$ cat config.mk
export PLATFORM = sky130hd
export DESIGN_NAME = tsm_machine
export DESIGN_NICKNAME = d
export VERILOG_FILES = /design/src/common/tsm_pkg.sv /design/src/common/tsm_match_if.sv /design/src/tsm_machine.sv /design/src/tsm_table.sv
export VERILOG_INCLUDE_DIRS = /design/src /design/src/common
export SDC_FILE = /design/constraint.sdc
export NUM_CORES = 1
export LEC_CHECK = 0
export BUFFER_PORTS_ARGS = -buffer_cell sky130_fd_sc_hd__buf_4
export CAP_MARGIN = 20
export CORE_AREA = 2 2 39 41
export DETAILED_ROUTE_END_ITERATION = 6
export DIE_AREA = 0 0 41 43
export SETUP_SLACK_MARGIN = 0.1
export SLEW_MARGIN = 20
export SYNTH_ARGS = -nofsm -noshare
export SYNTH_HDL_FRONTEND = slang
export SYNTH_SLANG_ARGS = --single-unit
$ cat constraint.sdc
create_clock -name clk_sys -period 2.7 [get_ports clk_sys]
set_input_delay 0.27 -clock clk_sys [delete_from_list [all_inputs] [get_ports clk_sys]]
set_output_delay 0.27 -clock clk_sys [all_outputs]
set_load 0.02 [all_outputs]
$ cat src/common/tsm_regs.svh
// Constants for the table driven state machine.
// Assumes inclusion by bare name from package and modules.
`ifndef TSM_REGS_SVH
`define TSM_REGS_SVH
`define TSM_NUM_IN 2
`define TSM_NUM_OUT 2
`define TSM_NUM_STATE 4
`define TSM_IDX_W 2
`define TSM_RESET_STATE 2'h0
`define TSM_ROWS 4
`define TSM_LVL_W 2
`define TSM_STR_W 2
`define TSM_IN_RESET_BIT 1
`define TSM_IN_DIR_BIT 0
`endif

$ cat src/common/tsm_pkg.sv
// Types for the table driven state machine.
// Assumes tsm_regs.svh is on the include path.
`include "tsm_regs.svh"
package tsm_pkg;
	typedef logic [`TSM_IDX_W-1:0] tsm_idx_t;
	// Output level encoding
	typedef enum logic [1:0] {
		TSM_LVL_ZERO = 2'h0,
		TSM_LVL_ONE = 2'h1,
		TSM_LVL_UNK = 2'h2
	} tsm_level_e;
	// Output strength encoding
	typedef enum logic [1:0] {
		TSM_STR_STRONG = 2'h0,
		TSM_STR_RES = 2'h1,
		TSM_STR_HIZ = 2'h2,
		TSM_STR_UNDEF = 2'h3
	} tsm_strength_e;
	typedef struct packed {
		tsm_level_e level;
		tsm_strength_e strength;
	} tsm_outval_s;
	// One transition row: care mask, value, destination
	typedef struct packed {
		logic [`TSM_NUM_IN-1:0] care;
		logic [`TSM_NUM_IN-1:0] value;
		tsm_idx_t dest;
	} tsm_row_s;
endpackage : tsm_pkg

$ cat src/common/tsm_match_if.sv
// Interface between state register and table row matcher.
// Assumes one clock domain; purely combinational signals.
`timescale 1ns/1ps
`include "tsm_regs.svh"
interface tsm_match_if;
	logic [`TSM_IDX_W-1:0] state_index;
	logic [`TSM_NUM_IN-1:0] pattern;
	logic [`TSM_IDX_W-1:0] next_state_index;
	modport fsm (output state_index, output pattern, input next_state_index);
	modport table_side (input state_index, input pattern, output next_state_index);
endinterface : tsm_match_if

$ cat src/tsm_machine.sv
// Contract
// - Each clock, go to table destination.
// - Reset enters configurable default state, zero.
// - Outputs depend only on current state.
// - Output is level plus strength pair.
// - States are zero-based integer indices.
// - Sample table is 2-bit up/down counter.
//
// Top of the table driven Moore machine.
// Assumes inputs arrive asynchronously and pass a two-stage synchroniser.
`timescale 1ns/1ps
`include "tsm_regs.svh"
module tsm_machine (
	// Clock and reset
	input wire logic clk_sys,
	input wire logic reset,
	// Pattern inputs
	input wire logic [`TSM_NUM_IN-1:0] pattern_in,
	// Outputs
	output logic [`TSM_IDX_W-1:0] state_index,
	output logic [`TSM_NUM_OUT-1:0] out_level,
	output tsm_pkg::tsm_outval_s out_val [`TSM_NUM_OUT]
);
	logic [`TSM_NUM_IN-1:0] pattern_meta;
	logic [`TSM_NUM_IN-1:0] pattern_sync;
	tsm_pkg::tsm_outval_s next_out_val [`TSM_NUM_OUT];
	logic [`TSM_IDX_W-1:0] next_state_index;

	tsm_match_if m ();

	// ************
	// Input synchroniser
	// ************
	always_ff @(posedge clk_sys or posedge reset) begin
		if (reset) begin
			pattern_meta <= '0;
			pattern_sync <= '0;
		end else begin
			pattern_meta <= pattern_in;
			pattern_sync <= pattern_meta;
		end
	end

	assign m.state_index = state_index;
	assign m.pattern = pattern_sync;
	assign next_state_index = m.next_state_index;

	tsm_table u_table (
		.m(m)
	);

	// ************
	// State register
	// ************
	always_ff @(posedge clk_sys or posedge reset) begin
		if (reset) begin
			state_index <= `TSM_RESET_STATE;
		end else begin
			state_index <= next_state_index;
		end
	end

	// ************
	// Output table
	// ************
	// One entry per state; no input term, so the machine stays Moore
	function automatic tsm_pkg::tsm_outval_s out_entry(logic [`TSM_IDX_W-1:0] s, int b);
		tsm_pkg::tsm_outval_s col1;
		tsm_pkg::tsm_outval_s col0;
		col1 = '{level: tsm_pkg::TSM_LVL_ZERO, strength: tsm_pkg::TSM_STR_STRONG};
		col0 = '{level: tsm_pkg::TSM_LVL_ZERO, strength: tsm_pkg::TSM_STR_STRONG};
		case (s)
			2'h0: begin
				col1.level = tsm_pkg::TSM_LVL_ZERO;
				col0.level = tsm_pkg::TSM_LVL_ZERO;
			end
			2'h1: begin
				col1.level = tsm_pkg::TSM_LVL_ZERO;
				col0.level = tsm_pkg::TSM_LVL_ONE;
			end
			2'h2: begin
				col1.level = tsm_pkg::TSM_LVL_ONE;
				col0.level = tsm_pkg::TSM_LVL_ZERO;
			end
			2'h3: begin
				col1.level = tsm_pkg::TSM_LVL_ONE;
				col0.level = tsm_pkg::TSM_LVL_ONE;
			end
			default: begin
				// Unreachable with four states; unknown level makes it visible
				col1.level = tsm_pkg::TSM_LVL_UNK;
				col0.level = tsm_pkg::TSM_LVL_UNK;
			end
		endcase
		out_entry = (b == 0) ? col0 : col1;
	endfunction : out_entry

	genvar g;
	generate
		for (g = 0; g < `TSM_NUM_OUT; g++) begin : g_out
			// Bit 0 of the output vector is the rightmost column
			assign next_out_val[g] = out_entry(next_state_index, g);
			always_ff @(posedge clk_sys or posedge reset) begin
				if (reset) begin
					out_val[g] <= '{level: tsm_pkg::TSM_LVL_ZERO,
						strength: tsm_pkg::TSM_STR_STRONG};
					out_level[g] <= 1'b0;
				end else begin
					// Registered from next state so outputs track state with no lag
					out_val[g] <= next_out_val[g];
					out_level[g] <= next_out_val[g].level == tsm_pkg::TSM_LVL_ONE;
				end
			end
		end
	endgenerate

	// ************
	// Settle counter for checks
	// ************
	// Pipeline checks skip the edges where the synchroniser still holds reset data
	logic [1:0] settle_cnt;
	always_ff @(posedge clk_sys or posedge reset) begin
		if (reset) begin
			settle_cnt <= 2'h0;
		end else if (settle_cnt != 2'h3) begin
			settle_cnt <= settle_cnt + 2'h1;
		end
	end

	generate
		for (g = 0; g < `TSM_NUM_OUT; g++) begin : g_lvl

		end
	endgenerate
endmodule : tsm_machine

$ cat src/tsm_table.sv
// Transition table and row matcher for the sample counter table.
// Assumes inputs on the interface are already synchronised.
`timescale 1ns/1ps
`include "tsm_regs.svh"
module tsm_table (
	// Lookup
	tsm_match_if.table_side m
);
	tsm_pkg::tsm_row_s rows [`TSM_NUM_STATE][`TSM_ROWS];
	logic [`TSM_ROWS-1:0] hit;

	// ************
	// Sample table: 2-bit up/down counter, inputs {reset, dir}
	// ************
	always_comb begin
		for (int s = 0; s < `TSM_NUM_STATE; s++) begin
			rows[s][0] = '{care: 2'h3, value: 2'h0, dest: `TSM_IDX_W'(s - 1)};
			rows[s][1] = '{care: 2'h3, value: 2'h1, dest: `TSM_IDX_W'(s + 1)};
			rows[s][2] = '{care: 2'h2, value: 2'h2, dest: `TSM_RESET_STATE};
			rows[s][3] = '{care: 2'h3, value: 2'h3, dest: `TSM_RESET_STATE};
		end
	end

	function automatic logic row_hit(tsm_pkg::tsm_row_s r, logic [`TSM_NUM_IN-1:0] p);
		row_hit = ((p ^ r.value) & r.care) == '0;
	endfunction : row_hit

	genvar g;
	generate
		for (g = 0; g < `TSM_ROWS; g++) begin : g_hit
			assign hit[g] = row_hit(rows[m.state_index][g], m.pattern);
		end
	endgenerate

	// First matching row wins; no match holds the state
	always_comb begin
		m.next_state_index = m.state_index;
		for (int r = `TSM_ROWS - 1; r >= 0; r--) begin
			if (hit[r]) begin
				m.next_state_index = rows[m.state_index][r].dest;
			end
		end
	end
endmodule : tsm_table

==> flow_summary.json <==
{
  "status": "completed",
  "maxClockFrequency_mhz": 905.6,
  "worst_setup_slack_after_placement_ps": 1606,
  "area_used_by_multi_input_combinational_logic_um2": 71.32,
  "route.antenna.remaining_nets": 0,
  "drt_total_wl_um": 433,
  "drt-initial-drc-count": 0,
  "critical_path.endpoint_type": "flop",
  "grt_pass1_wl_um": 662,
  "fp.dieW_um": 41,
  "criticalPathCategory": "reg2reg",
  "grt_pass1_vias": 169,
  "worst_slack_ps": 1596,
  "post_route_cells_drive_above_1_share_pct": 32.43,
  "period_needed_ps": 1104,
  "cts.sinks": 7,
  "vias": 176,
  "depth_of_the_cts_h_tree": 1,
  "die_h_um": 43,
  "worstPathRequired_ps": 2840,
  "worstSkewPairLatency_ps": 250,
  "ctsLongestPathBuffers": 2,
  "routed_wire_length_per_instance_um": 8.170,
  "cts-buffers-inserted": 3,
  "synth.yosys.warnings": 0,
  "die_area_um2": 1763,
  "ioPinCount": 16,
  "core_region_area_um2": 1384,
  "area_growth_syn_to_layout_pct": 24.49,
  "remaining_routing_drc_violations": 0,
  "syn_area_um2": 306.5,
  "ff_latch_area_um2": 175.2,
  "worst_ir_drop_vdd_uv": 317.7,
  "cts.reportedPaths.clkPinSlew_ps": 50,
  "timing.critical_path.arrival_ps": 1240,
  "yosysUniqueCellTypes": 7,
  "grt_antenna_before_repair": 0,
  "fin_skew_ps": 3.588,
  "synth-seq-area-share_pct": 57.14,
  "pwr_cell_area_nw_per_um2": 1100,
  "via_per_inst": 3.321,
  "buffer_ports.inserted": 9,
  "final-setup-viol-count": 0,
  "totalNegativeSetupSlack_ps": 0,
  "cap_violations": 0,
  "firstDrtPassIters": 1,
  "cp-start-kind": "flop",
  "worst_hold_path_type": "in2reg",
  "track_usage_pct": 6.193,
  "synthesis.area_per_instance_um2": 11.35,
  "tritoncts": "done",
  "start_util_pct": 22.15,
  "weighted_congestion_at_the_end_of_routability_driven_global_placement": 0.6069,
  "report.final.slew_viol_count": 0,
  "synth_seq_cells": 7,
  "netlist_instances": 27,
  "fin_crit_sh_pct": 40.90,
  "grt_start_max_net_pins": 8,
  "insertedDiodeCount": 0,
  "cts.root.buffer_cell": "sky130_fd_sc_hd__clkbuf_4",
  "finalHoldViolCount": 0,
  "post_cts_resize_count": 0,
  "critical_path_peak_fanout": 4,
  "globalRouteOverflowTotal": 0,
  "nFillCells": 161,
  "grt_setup_unrepaired": "no",
  "finalNetCount": 44,
  "std_cell_rows": 14,
  "power.leakage_nw": 0.2074
}
==> power by group <==
group          leakage [nW]  switching (W)  total (W)  internal [W]
Combinational         0.107       0.000105   0.000179     0.0000740
Clock                0.0150      0.0000391  0.0000955     0.0000564
Sequential           0.0850      0.0000168   0.000145      0.000129
==> worst max-delay path: stages, from the launching register on <==
cell	delay, ps
sky130_fd_sc_hd__dfrtp_1	380
sky130_fd_sc_hd__inv_1	80
sky130_fd_sc_hd__ha_1	290
sky130_fd_sc_hd__xor2_1	180
sky130_fd_sc_hd__nor2_1	60
==> cells by family after synthesis <==
logic type    count (synthesis)  synth area share [%]
flops                         7                 57.14
other cells                   1                 1.223
buf+inv                      12                 25.71
xor+xnor                      1                 2.858
fa+ha+maj                     2                 8.162
simple gates                  4                 4.897
==> final timing paths <==
kind | from | endpoint | slack (ps) | depth (start not counted)
worst max-delay path | state_index[0] | out_val[2] | 1600 | 4
worst min-delay path | pattern_in[1] | pattern_meta[1] | 130 | 1
worst max register to register | state_index[0] | out_val[2] | 1600 | 4
worst min register to register | pattern_meta[0] | m.pattern[0] | 340 | 0
max in group asynchronous | reset | m.pattern[1] | 1990 | 3
min in group asynchronous | reset | state_index[1] | 500 | 3
==> through the flow <==
stage          instance area, um2  utilization, %   power, W  hold WS (ps)  instances
2_1_floorplan               325.3               -  0.0002827         73.40         32
3_3_place_gp                345.3           24.95  0.0003220         219.0         48
3_5_place_dp                345.3           24.95  0.0003272         215.6         48
4_1_cts                     381.6           27.58  0.0004311         114.5         53
5_1_grt                     381.6           27.58  0.0004567         109.2         53
6_report                    381.6           27.58  0.0004198         126.4         53
==> routing by layer <==
layer  up-vias  wire length, um  GRT usage [%]
met4         0                0          2.000
met5         -                0              0
li1         83                -              -
met3         0               65          6.283
met1        78              167          6.667
met2        15              201          8.125
==> cells in the mapped netlist (all sizes together) <==
master  n  share of area (%)
ha      2                8.2
buf     9                 22
xor2    1                2.9
conb    1                1.2
inv     3                3.7
nor2    4                4.9
dfrtp   7                 57
==> state kept, by name, summed over array words and instances, names as in the netlist <==
register / flops
state_index: 2
pattern_meta: 2
out_val: 1
m.pattern: 2
==> cell type report <==
type                       count  area share (%)
clock buffer                   4           6.885
sequential                     7           45.90
inverter                       3           2.951
multi-input combinational     13           18.69
tap                           16           5.246
timing repair buffer          10           20.33
==> repair_timing <==
item,CTS,global route
buffers inserted,0,0
hold endpoints to repair,7,0
hold buffers,1,0
==> cells in the final DEF (no fill, tap or decap) <==
cell,Yosys,final
sky130_fd_sc_hd__inv_1,3,3
sky130_fd_sc_hd__buf_4,9,9
sky130_fd_sc_hd__clkbuf_4,0,3
sky130_fd_sc_hd__dfrtp_1,7,7
sky130_fd_sc_hd__xor2_1,1,1
sky130_fd_sc_hd__ha_1,2,2
sky130_fd_sc_hd__dlygate4sd3_1,0,1
sky130_fd_sc_hd__nor2_1,4,4
sky130_fd_sc_hd__conb_1,1,6
sky130_fd_sc_hd__clkbuf_1,0,1
Note: power is estimated with default switching activity, not from simulation.
